[src/hw/csw_pkg.sv]
package csw_pkg;

  // ************************************************************
  // Register map (byte offsets on the plain register port)
  // ************************************************************
  localparam int ADDR_W = 4;
  localparam logic [ADDR_W-1:0] OFF_RUN_CTRL = 4'h0;   // oscillator_run_control
  localparam logic [ADDR_W-1:0] OFF_CLK_SEL = 4'h1;    // system_clock_select
  localparam logic [ADDR_W-1:0] OFF_STAB_SEL = 4'h2;   // stabilization_time_select
  localparam logic [ADDR_W-1:0] OFF_STAB_STAT = 4'h3;  // stabilization_counter_status

  // ************************************************************
  // Field positions
  // ************************************************************
  // oscillator_run_control
  localparam int BIT_FAST_INTERNAL_OSC_HALT = 0;
  localparam int BIT_MID_INTERNAL_OSC_ENABLE = 1;
  localparam int BIT_SUB_CRYSTAL_HALT = 6;
  localparam int BIT_MAIN_CRYSTAL_HALT = 7;
  // system_clock_select
  localparam int BIT_MID_OSC_SELECT = 0;
  localparam int BIT_MID_OSC_STATUS = 1;
  localparam int BIT_MAIN_CLOCK_SOURCE_SELECT = 4;
  localparam int BIT_MAIN_CLOCK_SOURCE_STATUS = 5;
  localparam int BIT_CPU_CLOCK_SOURCE_SELECT = 6;
  localparam int BIT_CPU_CLOCK_SOURCE_STATUS = 7;
  // stabilization_time_select
  localparam int STAB_SEL_W = 3;

  // ************************************************************
  // Reset values
  // ************************************************************
  localparam logic [7:0] RST_RUN_CTRL = 8'hc0;  // Crystals halted, fast on-chip running
  localparam logic [7:0] RST_CLK_SEL = 8'h00;   // Main clock, fast on-chip source
  localparam logic [STAB_SEL_W-1:0] RST_STAB_SEL = 3'h7;
  localparam logic [7:0] REG_ZERO = 8'h00;

  // ************************************************************
  // Stabilization counter: flag exponents, bit 7 first
  // ************************************************************
  localparam int STAB_CNT_W = 19;
  localparam int STAB_FLAGS = 8;
  localparam int STAB_EXP [STAB_FLAGS] = '{8, 9, 10, 11, 13, 15, 17, 18};

  // ************************************************************
  // Clock changeover timing
  // ************************************************************
  localparam int CLK_PERIOD_NS = 40;
  localparam int SWITCH_SETTLE_NS = 120;
  localparam int SWITCH_SETTLE_CYCLES = (SWITCH_SETTLE_NS + CLK_PERIOD_NS - 1) / CLK_PERIOD_NS;
  localparam int SETTLE_W = 4;

  typedef enum {
    CSW_IDLE,
    CSW_GATE_OFF,
    CSW_SWAP,
    CSW_GATE_ON,
    CSW_REPORT
  } csw_state_type;

endpackage

[src/hw/csw_stab_counter.sv]
`timescale 1ns/1ns
module csw_stab_counter
  import csw_pkg::*;
(
  input wire logic i_clock,
  input wire logic i_rst,
  input wire logic i_run,
  input wire logic [csw_pkg::STAB_SEL_W-1:0] i_sel,
  input wire logic i_xtal_clk,
  output logic [csw_pkg::STAB_FLAGS-1:0] o_flags,
  output logic o_stable
);

  // ************************************************************
  // Crystal clock pin synchroniser and edge detect
  // ************************************************************
  logic sync1_r;
  logic sync2_r;
  logic sync3_r;
  logic [STAB_CNT_W-1:0] count_r;

  // Threshold for one flag, flag 0 sitting in register bit 7
  function automatic logic [STAB_CNT_W-1:0] thresh(input int idx);
    thresh = STAB_CNT_W'(1) << STAB_EXP[idx];
  endfunction

  // The second and third stages feed the edge detector
  always_ff @(posedge i_clock or posedge i_rst)
  begin
    if (i_rst)
    begin
      sync1_r <= 1'b0;
      sync2_r <= 1'b0;
      sync3_r <= 1'b0;
    end
    else
    begin
      sync1_r <= i_xtal_clk;
      sync2_r <= sync1_r;
      sync3_r <= sync2_r;
    end
  end

  // ************************************************************
  // Elapsed-time counter, cleared while the crystal is halted
  // ************************************************************
  // Saturates at the longest flag so it never wraps and drops flags
  always_ff @(posedge i_clock or posedge i_rst)
  begin
    if (i_rst)
      count_r <= '0;
    else if (!i_run)
      count_r <= '0;
    else if (sync2_r && !sync3_r && count_r < thresh(STAB_FLAGS - 1))
      count_r <= count_r + STAB_CNT_W'(1);
  end

  // Thermometer flags fill from bit 7 down; stable at selected flag
  always_ff @(posedge i_clock or posedge i_rst)
  begin
    if (i_rst)
    begin
      o_flags <= '0;
      o_stable <= 1'b0;
    end
    else
    begin
      for (int k = 0; k < STAB_FLAGS; k++)
        o_flags[STAB_FLAGS-1-k] <= i_run && (count_r >= thresh(k));  // RQ13
      o_stable <= i_run && (count_r >= thresh(int'(i_sel)));  // RQ10
    end
  end

endmodule

[src/hw/csw_clock_switch.sv]
// Notes on behaviour
// RQ1: Bit 0 of run control low runs the fast on-chip oscillator.
// RQ2: Software waits 65 us after starting fast oscillator before selecting it.
// RQ3: Bit 1 of run control high runs the middle-speed on-chip oscillator.
// RQ4: Software waits 4 us after enabling middle oscillator before selecting it.
// RQ5: Software leaves sub clock only after the new main oscillator is stable.
// RQ6: Clock select bit 6 low feeds the main clock to CPU and peripherals.
// RQ7: Read-only bit 7 shows active CPU source; software polls before halting sub.
// RQ8: Bit 6 of run control high halts the sub crystal, low runs it.
// RQ9: Software keeps main source select bit 4 fixed while running from sub clock.
// RQ10: Bits 2:0 of stabilization select set crystal wait; 010 gives 2^10 counts.
// RQ11: With an external main clock the wait select need not be written.
// RQ12: Bit 7 of run control low runs main crystal; external clock applied first.
// RQ13: Status register shows elapsed crystal time as thermometer filling from bit 7.
// RQ14: Software skips the stabilization wait for an external main clock.
// RQ15: Middle select bits set make the middle oscillator the main on-chip clock.
// RQ16: Status bits change only once the glitch-free changeover has completed.
`timescale 1ns/1ns
module csw_clock_switch
  import csw_pkg::*;
(
  input wire logic i_clock,
  input wire logic i_rst,
  input wire logic [csw_pkg::ADDR_W-1:0] i_addr,
  input wire logic [7:0] i_wdata,
  input wire logic i_wr,
  input wire logic i_rd,
  input wire logic i_main_xtal_clk,
  output logic [7:0] o_rdata,
  output logic o_fast_osc_run,
  output logic o_mid_osc_run,
  output logic o_main_xtal_run,
  output logic o_sub_xtal_run,
  output logic o_cpu_sel_sub,
  output logic o_main_sel_xtal,
  output logic o_mid_sel,
  output logic o_clk_gate_en,
  output logic o_main_stable
);

  // ************************************************************
  // Software-written state
  // ************************************************************
  logic fast_internal_osc_halt_r;
  logic mid_internal_osc_enable_r;
  logic sub_crystal_halt_r;
  logic main_crystal_halt_r;
  logic cpu_clock_source_select_r;
  logic main_clock_source_select_r;
  logic mid_osc_select_r;
  logic [STAB_SEL_W-1:0] stab_select_r;

  // ************************************************************
  // Changeover state and reported status
  // ************************************************************
  csw_state_type state_r;
  csw_state_type state_nxt;
  logic [SETTLE_W-1:0] settle_r;
  logic cpu_clock_source_status_r;
  logic main_clock_source_status_r;
  logic mid_osc_status_r;
  logic pending;
  logic settle_done;
  logic [STAB_FLAGS-1:0] stab_flags;
  logic stab_stable;

  // Register write decode used by every register process
  function automatic logic wr_hit(input logic [ADDR_W-1:0] off);
    wr_hit = i_wr && (i_addr == off);
  endfunction

  // ************************************************************
  // Oscillator run control register
  // ************************************************************
  // Only the four documented bits store; the rest read as zero
  always_ff @(posedge i_clock or posedge i_rst)
  begin
    if (i_rst)
    begin
      fast_internal_osc_halt_r <= RST_RUN_CTRL[BIT_FAST_INTERNAL_OSC_HALT];
      mid_internal_osc_enable_r <= RST_RUN_CTRL[BIT_MID_INTERNAL_OSC_ENABLE];
      sub_crystal_halt_r <= RST_RUN_CTRL[BIT_SUB_CRYSTAL_HALT];
      main_crystal_halt_r <= RST_RUN_CTRL[BIT_MAIN_CRYSTAL_HALT];
    end
    else if (wr_hit(OFF_RUN_CTRL))
    begin
      fast_internal_osc_halt_r <= i_wdata[BIT_FAST_INTERNAL_OSC_HALT];  // RQ1
      mid_internal_osc_enable_r <= i_wdata[BIT_MID_INTERNAL_OSC_ENABLE];  // RQ3
      sub_crystal_halt_r <= i_wdata[BIT_SUB_CRYSTAL_HALT];  // RQ8
      main_crystal_halt_r <= i_wdata[BIT_MAIN_CRYSTAL_HALT];  // RQ12
    end
  end

  // ************************************************************
  // System clock select register, writable half
  // ************************************************************
  // Status bits 7, 5 and 1 ignore writes; they follow the changeover
  always_ff @(posedge i_clock or posedge i_rst)
  begin
    if (i_rst)
    begin
      cpu_clock_source_select_r <= RST_CLK_SEL[BIT_CPU_CLOCK_SOURCE_SELECT];
      main_clock_source_select_r <= RST_CLK_SEL[BIT_MAIN_CLOCK_SOURCE_SELECT];
      mid_osc_select_r <= RST_CLK_SEL[BIT_MID_OSC_SELECT];
    end
    else if (wr_hit(OFF_CLK_SEL))
    begin
      cpu_clock_source_select_r <= i_wdata[BIT_CPU_CLOCK_SOURCE_SELECT];  // RQ6
      main_clock_source_select_r <= i_wdata[BIT_MAIN_CLOCK_SOURCE_SELECT];
      mid_osc_select_r <= i_wdata[BIT_MID_OSC_SELECT];  // RQ15
    end
  end

  // ************************************************************
  // Stabilization time select register
  // ************************************************************
  // Changing it mid-count only moves the stable point, no restart
  always_ff @(posedge i_clock or posedge i_rst)
  begin
    if (i_rst)
      stab_select_r <= RST_STAB_SEL;
    else if (wr_hit(OFF_STAB_SEL))
      stab_select_r <= i_wdata[STAB_SEL_W-1:0];  // RQ10
  end

  // ************************************************************
  // Crystal stabilization counter
  // ************************************************************
  // Counts crystal edges only while the crystal is told to run
  csw_stab_counter csw_stab_counter_i
  (
    .i_clock(i_clock),
    .i_rst(i_rst),
    .i_run(!main_crystal_halt_r),
    .i_sel(stab_select_r),
    .i_xtal_clk(i_main_xtal_clk),
    .o_flags(stab_flags),
    .o_stable(stab_stable)
  );

  // ************************************************************
  // Oscillator run outputs
  // ************************************************************
  // Registered so the analog enables never see decode glitches
  always_ff @(posedge i_clock or posedge i_rst)
  begin
    if (i_rst)
    begin
      o_fast_osc_run <= !RST_RUN_CTRL[BIT_FAST_INTERNAL_OSC_HALT];
      o_mid_osc_run <= RST_RUN_CTRL[BIT_MID_INTERNAL_OSC_ENABLE];
      o_sub_xtal_run <= !RST_RUN_CTRL[BIT_SUB_CRYSTAL_HALT];
      o_main_xtal_run <= !RST_RUN_CTRL[BIT_MAIN_CRYSTAL_HALT];
      o_main_stable <= 1'b0;
    end
    else
    begin
      o_fast_osc_run <= !fast_internal_osc_halt_r;  // RQ1
      o_mid_osc_run <= mid_internal_osc_enable_r;  // RQ3
      o_sub_xtal_run <= !sub_crystal_halt_r;  // RQ8
      o_main_xtal_run <= !main_crystal_halt_r;  // RQ12
      o_main_stable <= stab_stable;
    end
  end

  // ************************************************************
  // Glitch-free changeover sequencer
  // ************************************************************
  // Any difference between request and applied select starts a swap
  assign pending = (cpu_clock_source_select_r != o_cpu_sel_sub)
    || (main_clock_source_select_r != o_main_sel_xtal)
    || (mid_osc_select_r != o_mid_sel);
  assign settle_done = (settle_r == SETTLE_W'(SWITCH_SETTLE_CYCLES - 1));

  // Gate off, swap, gate on, then report; status never runs ahead
  always_comb
  begin
    state_nxt = state_r;
    case (state_r)
      CSW_IDLE:
      begin
        if (pending)
          state_nxt = CSW_GATE_OFF;
      end
      CSW_GATE_OFF:
      begin
        if (settle_done)
          state_nxt = CSW_SWAP;
      end
      CSW_SWAP:
        state_nxt = CSW_GATE_ON;
      CSW_GATE_ON:
      begin
        if (settle_done)
          state_nxt = CSW_REPORT;
      end
      CSW_REPORT:
        state_nxt = CSW_IDLE;
      default:
        state_nxt = CSW_IDLE;
    endcase
  end

  always_ff @(posedge i_clock or posedge i_rst)
  begin
    if (i_rst)
      state_r <= CSW_IDLE;
    else
      state_r <= state_nxt;
  end

  // Settle counter runs in both gated-wait states
  always_ff @(posedge i_clock or posedge i_rst)
  begin
    if (i_rst)
      settle_r <= '0;
    else if ((state_r == CSW_GATE_OFF || state_r == CSW_GATE_ON) && !settle_done)
      settle_r <= settle_r + SETTLE_W'(1);
    else
      settle_r <= '0;
  end

  // Clock gate drops before the selects move and returns after
  always_ff @(posedge i_clock or posedge i_rst)
  begin
    if (i_rst)
      o_clk_gate_en <= 1'b1;
    else if (state_nxt == CSW_GATE_OFF)
      o_clk_gate_en <= 1'b0;
    else if (state_r == CSW_GATE_ON && settle_done)
      o_clk_gate_en <= 1'b1;
  end

  // Selects change only while the gate is closed
  always_ff @(posedge i_clock or posedge i_rst)
  begin
    if (i_rst)
    begin
      o_cpu_sel_sub <= RST_CLK_SEL[BIT_CPU_CLOCK_SOURCE_SELECT];
      o_main_sel_xtal <= RST_CLK_SEL[BIT_MAIN_CLOCK_SOURCE_SELECT];
      o_mid_sel <= RST_CLK_SEL[BIT_MID_OSC_SELECT];
    end
    else if (state_r == CSW_SWAP)
    begin
      o_cpu_sel_sub <= cpu_clock_source_select_r;  // RQ6
      o_main_sel_xtal <= main_clock_source_select_r;
      o_mid_sel <= mid_osc_select_r;  // RQ15
    end
  end

  // Status follows the applied selects only after the gate reopens
  always_ff @(posedge i_clock or posedge i_rst)
  begin
    if (i_rst)
    begin
      cpu_clock_source_status_r <= RST_CLK_SEL[BIT_CPU_CLOCK_SOURCE_STATUS];
      main_clock_source_status_r <= RST_CLK_SEL[BIT_MAIN_CLOCK_SOURCE_STATUS];
      mid_osc_status_r <= RST_CLK_SEL[BIT_MID_OSC_STATUS];
    end
    else if (state_r == CSW_REPORT)
    begin
      cpu_clock_source_status_r <= o_cpu_sel_sub;  // RQ16
      main_clock_source_status_r <= o_main_sel_xtal;  // RQ16
      mid_osc_status_r <= o_mid_sel;  // RQ16
    end
  end

  // ************************************************************
  // Read port, data one cycle after the strobe
  // ************************************************************
  // Unmapped offsets and idle cycles read zero
  always_ff @(posedge i_clock or posedge i_rst)
  begin
    if (i_rst)
      o_rdata <= REG_ZERO;
    else if (!i_rd)
      o_rdata <= REG_ZERO;
    else
    begin
      o_rdata <= REG_ZERO;
      case (i_addr)
        OFF_RUN_CTRL:
        begin
          o_rdata[BIT_FAST_INTERNAL_OSC_HALT] <= fast_internal_osc_halt_r;
          o_rdata[BIT_MID_INTERNAL_OSC_ENABLE] <= mid_internal_osc_enable_r;
          o_rdata[BIT_SUB_CRYSTAL_HALT] <= sub_crystal_halt_r;
          o_rdata[BIT_MAIN_CRYSTAL_HALT] <= main_crystal_halt_r;
        end
        OFF_CLK_SEL:
        begin
          o_rdata[BIT_CPU_CLOCK_SOURCE_STATUS] <= cpu_clock_source_status_r;  // RQ7
          o_rdata[BIT_CPU_CLOCK_SOURCE_SELECT] <= cpu_clock_source_select_r;
          o_rdata[BIT_MAIN_CLOCK_SOURCE_STATUS] <= main_clock_source_status_r;
          o_rdata[BIT_MAIN_CLOCK_SOURCE_SELECT] <= main_clock_source_select_r;
          o_rdata[BIT_MID_OSC_STATUS] <= mid_osc_status_r;
          o_rdata[BIT_MID_OSC_SELECT] <= mid_osc_select_r;
        end
        OFF_STAB_SEL:
          o_rdata[STAB_SEL_W-1:0] <= stab_select_r;
        OFF_STAB_STAT:
          o_rdata <= stab_flags;  // RQ13
        default:
          o_rdata <= REG_ZERO;
      endcase
    end
  end

endmodule

[config.mk]
export PLATFORM = sky130hd
export DESIGN_NAME = csw_clock_switch
export DESIGN_NICKNAME = d
export VERILOG_FILES = /design/src/hw/csw_pkg.sv /design/src/hw/csw_stab_counter.sv /design/src/hw/csw_clock_switch.sv
export SDC_FILE = /design/constraint.sdc
export NUM_CORES = 1
export LEC_CHECK = 0
export BUFFER_PORTS_ARGS = -buffer_cell sky130_fd_sc_hd__buf_2
export CORE_ASPECT_RATIO = 1.25
export CORE_UTILIZATION = 50
export DETAILED_ROUTE_END_ITERATION = 6
export PLACE_DENSITY = 0.65
export SYNTH_ARGS = -nofsm -noshare
export SYNTH_HDL_FRONTEND = slang
export SYNTH_SLANG_ARGS = --single-unit
[constraint.sdc]
create_clock -name i_clock -period 6.3 [get_ports i_clock]
set_input_delay 0.63 -clock i_clock [delete_from_list [all_inputs] [get_ports i_clock]]
set_output_delay 0.63 -clock i_clock [all_outputs]
set_load 0.02 [all_outputs]
== Word-level counts from Yosys, hierarchy flattened ==
Memory sizes are Yosys's and may differ from the RTL's.
Cells that the tools add are included.
Widths: inputs -> output; s select.
Operators by class
  $add $sub $neg: 2
  magnitude comparators: 11
  eq/ne operators: 15
  shifts and indexed selects: 1
  mux-type cells: 17
  bitwise gates (word level): 1
  reduce and logical (&&, ||, !) cells: 28
Operators by type and width (count)
  $mux 32: 5
  $eq 32x2->1 const B: 4
  $pmux 32 s4: 1
  $eq 32x3->1 const B: 2
  $mux 19: 2
  $eq 32x1->1 const B: 1
  $eq 32x4->1 const B: 1
  $ge 32x4->1 const B: 1
  $logic_not 32->1: 1
  $not 3->32: 1
  $shl 1x32->19 const A: 1
  $add 19x1->19 const B: 1
  $ge 19x10->1 const B: 1
  $ge 19x11->1 const B: 1
  $ge 19x12->1 const B: 1
  $ge 19x14->1 const B: 1
  $ge 19x16->1 const B: 1
  $ge 19x18->1 const B: 1
  $ge 19x19->1: 1
  $ge 19x19->1 const B: 1
  $ge 19x9->1 const B: 1
  $lt 19x19->1 const B: 1
  $logic_and 1x1->1: 16
  $eq 4x2->1 const B: 3
  14 further kinds: 25
Storage, ports and cells
  flip-flop bits (word level): 97
  ROM bits: 256
  input port bits: 17
  output and inout port bits: 17
  word-level logic and storage cells: 105
  memories: 1
Memories
  (name not given): words 8, bits a word 32, rd ports 1, clocked after memory_dff 0, wr ports 0, RTL line csw_stab_counter.sv:24  | thresh = STAB_CNT_W'(1) << STAB_EXP[idx];

== Logic depth before layout (Yosys ltp) ==
  word-level depth: 7
  mapped depth: 9

== Hierarchy ==
Synthesis repeated with hierarchy kept, for this count alone.
Unflattened totals
  cells, all modules: 334
  area, all modules: 4095.2 um^2
Modules (own cells, without submodules)
  csw_clock_switch: instances 1, cells each 166, area each 2397.3 um^2, sequential area each 1660.3 um^2
  csw_stab_counter: instances 1, cells each 168, area each 1697.9 um^2, sequential area each 775.7 um^2

== Worst setup path before layout ==
OpenSTA, ideal clock, no wires.
  kind: reg-to-reg
  from: register stab_select_r[2]
  to: register csw_stab_counter_i.o_stable
  setup time: 88 ps
  arrival time: 1918 ps
  data required time: 6212 ps
  setup slack: 4293 ps
  stages on the path, launching flop included: 7
  period minus slack after synthesis: 2007 ps
  path through: dfstp_2 -> clkbuf_1 -> or3b_2 -> ha_1 -> o211ai_1 -> a31o_2 -> a41oi_1
On the way
  cells in the longest elaborated chain, start to end: 7
Ends and longest elaborated chain
  start: declaration: RTL line csw_clock_switch.sv:51  | logic [STAB_SEL_W-1:0] stab_select_r;
  start signal: assignment: RTL line csw_clock_switch.sv:123  | stab_select_r <= i_wdata[STAB_SEL_W-1:0];
  $not 3->32 (not written as such): RTL line csw_stab_counter.sv:24
  $mem_v2 8x32
  $mux 32 (not written as such) (2 in a row): RTL line csw_stab_counter.sv:24
  $shl 1x32->19: RTL line csw_stab_counter.sv:24
  $ge 19x19->1: RTL line csw_stab_counter.sv:70  | o_stable <= i_run && (count_r >= thresh(int'(i_sel)));
  $logic_and 1x1->1: RTL line csw_stab_counter.sv:70
  end signal: assignment: RTL line csw_stab_counter.sv:70
  end: declaration: RTL line csw_stab_counter.sv:11  | output logic o_stable
Every way passes these cells. The select of a mux whose other input is x is not followed.
A chain may end at the register's enable or synchronous reset.

== Final worst setup path ==
  from: register stab_select_r[1]
  to: register csw_stab_counter_i.o_stable
The elaborated chain is that of the path after synthesis.

==> run summary <==
Outcome - finished, final reports clean
# resized after CTS - 0
Worst path max stage delay - 0.63 ns
Violation count after the first detailed-route iteration - 112
Vias per cell - 5.110
Fraction of layout cells with a size suffix above 1 - 0.2087
Max-cap violations - 0
Vias in the first global route - 2581
Async SR Flop Fraction - 1.000
Worst Hold Class - input port to asynchronous set/reset pin
Slowest CP cell - dfstp_2
Layout filler cell count - 674
Pin count of the biggest net entering global routing - 64
Drt wl/cell - 13.32 um
NumNets Final - 444
Clk slew on worst S/H paths - 0.10 ns
Row count - 36
Post-route DRC - 0
Yosys reg bits - 97
Postcts setup bufs - 0
Overall routed net length - 6.752 mm
Fin crit period - 2.016 ns
Final setup fails - 0
Max frequency - 496.0 MHz
Synth Warn # - 0
Critical setup path kind - flop to flop
RSZ-0062 raised after global routing - no
Via count - 2591
Setup crit start kind - flop
Peak supply drop - 167.8 uV
Least-Margin Pin Slew - 0.7423 ns
Final GP Congestion - 0.7486
Crit Path Max Fanout - 10
Crit share post-route - 0.3200
Synth cell types - 48
Post-synthesis sequential area ratio - 0.5931
CTS Root Buffer Type - clkbuf_8
Pins Over Slew Limit - 0
H-tree levels - 3
Setup TNS - 0 ns
Final Skew - 0.01416 ns
Syn-to-layout area delta - 14.10%
Global Route Usage Sum - 0.1735
Bufs on Longest Clock Path - 2
Post-synth EDFFs - 0
Die area - 8584 sq um
Syn Inst Count - 338
Post-DP HPWL - 4.740 mm
Clock latency on the worst-skew pair - 0.36 ns
Crit. End Element - flop
Primary FF master, synth - dfrtp_1
CTS tree - done
Hold_buf cts - 0
I/O pins - 34
Number of diodes - 0
Syn Area/Cell - 12.15 sq um
Worst Path Required - 6.56 ns
Yosys top cell area share - 0.5483
Crit-path cells - nand2_1, ha_1, a21oi_1, o21ai_0, o211ai_1, a31o_2, a41oi_1
Core Area - 7883 sq um
Initial antenna violation count - 0
Num CTS Buffers - 9
Arrival time at the worst endpoint - 2.28 ns
Largest area contributor in the netlist - dfrtp_1
Routed Antenna Nets - 0
Most frequent cell after synthesis - dfrtp_1
Input/output buffers - 31
Largest cells by area after synthesis - dfrtp_1, ha_1, dfstp_2, nor2_1, mux2_2
First-pass iteration count of the detailed router - 4
Cell area after synthesis - 4108 sq um
Final hold vios - 0
P per Cell Area - 262.1 nW/um^2
Top cells by count, synth - dfrtp_1, nor2_1, ha_1, nand2_1, mux2_2
Utilization after layout - 0.5946
Clock tree sinks - 97
Rel. slew slack - 0.5051
Chip width - 83.07 um
Total gr overflow - 0
First-pass GRT wire length - 11.63 mm
Initial Util - 0.5211
Power Total - 1229 uW
Chip Height - 103.3 um
Static Leak - 0.002238 uW
## layout by cell type (no fill, tap or decap), types with 11 or more instances in the layout
| cell | instances |
|---|---|
| dfrtp_1 | 90 |
| nor2_1 | 48 |
| conb_1 | 37 |
| buf_2 | 31 |
| ha_1 | 20 |
| nand2_1 | 18 |
| mux2_2 | 15 |
| xor2_1 | 14 |
| nand3_1 | 11 |
## power breakdown
group          internal (uW)  total, uW  switching [uW]
Sequential               668        718            50.4
Combinational           56.0        120            63.6
Clock                    156        390             235
## area by class of cell
type	count	area (sq um)	share of cell area
Sequential cell	97	2436	0.5198
Multi-Input combinational cell	257	1732	0.3695
Timing Repair Buffer	32	162.7	0.03470
Clock buffer	9	123.9	0.02643
Inverter	10	40.04	0.008542
Clock inverter	7	73.82	0.01575
Tap cell	95	118.9	0.02536
## logic make-up after synthesis
group                      count (synthesis)  share of synthesized area
other                                      2                   0.001828
adders and majority gates                 20                    0.06092
buffers and inverters                     19                    0.01736
xor gates and xnor gates                  22                    0.04691
AOI/OAI and AO/OA                         28                    0.04813
and+or+nand+nor                          127                     0.1614
DFF                                       97                     0.5931
muxes                                     23                    0.07036
## through the flow
stage / area, sq um / setup slack, ns / hold WS, ns / std cells
floorplan: 4239 / 3.148 / 0.3312 / 373
global placement: 4489 / 4.309 / 0.3324 / 491
detailed placement: 4489 / 4.296 / 0.3347 / 491
CTS: 4687 / 4.268 / 0.2751 / 507
global route: 4687 / 4.163 / 0.2945 / 507
finish: 4687 / 4.284 / 0.2642 / 507
## routing by layer
layer,GRT usage,routed length (um),vias to the layer above
met3,0.03095,191,12
met4,0.07162,116,0
li1,-,-,1278
met1,0.2058,2934,1254
met5,0,0,-
met2,0.3159,3509,47
## sequential cells by signal (all words and copies together) (netlist names), 3 cells and up
signal	cells
state_r	32
csw_stab_counter_i.count_r	19
csw_stab_counter_i.o_flags	8
o_rdata	8
settle_r	4
stab_select_r	3
## worst paths after layout
path | slack (ns) | startpoint | depth (start not counted) | endpoint
min in group i_clock | 0.36 | csw_stab_counter_i.o_stable | 0 | o_main_stable
max in group asynchronous | 4.93 | i_rst | 3 | o_sub_xtal_run
worst min-delay path | 0.26 | i_rst | 2 | state_r[28]
worst min register to register | 0.36 | csw_stab_counter_i.o_stable | 0 | o_main_stable
worst max-delay path | 4.28 | stab_select_r[1] | 7 | csw_stab_counter_i.o_stable
worst max register to register | 4.28 | stab_select_r[1] | 7 | csw_stab_counter_i.o_stable
## critical path, delay by kind of cell (launching register included)
kind	cells	cell delay (ns)
AND/OR/NAND/NOR	1	0.08
AO/OA/AOI/OAI	5	0.93
flip-flops	1	0.63
adder cells (fa/ha/maj)	1	0.29
Note: power is estimated with default switching activity, not from simulation.
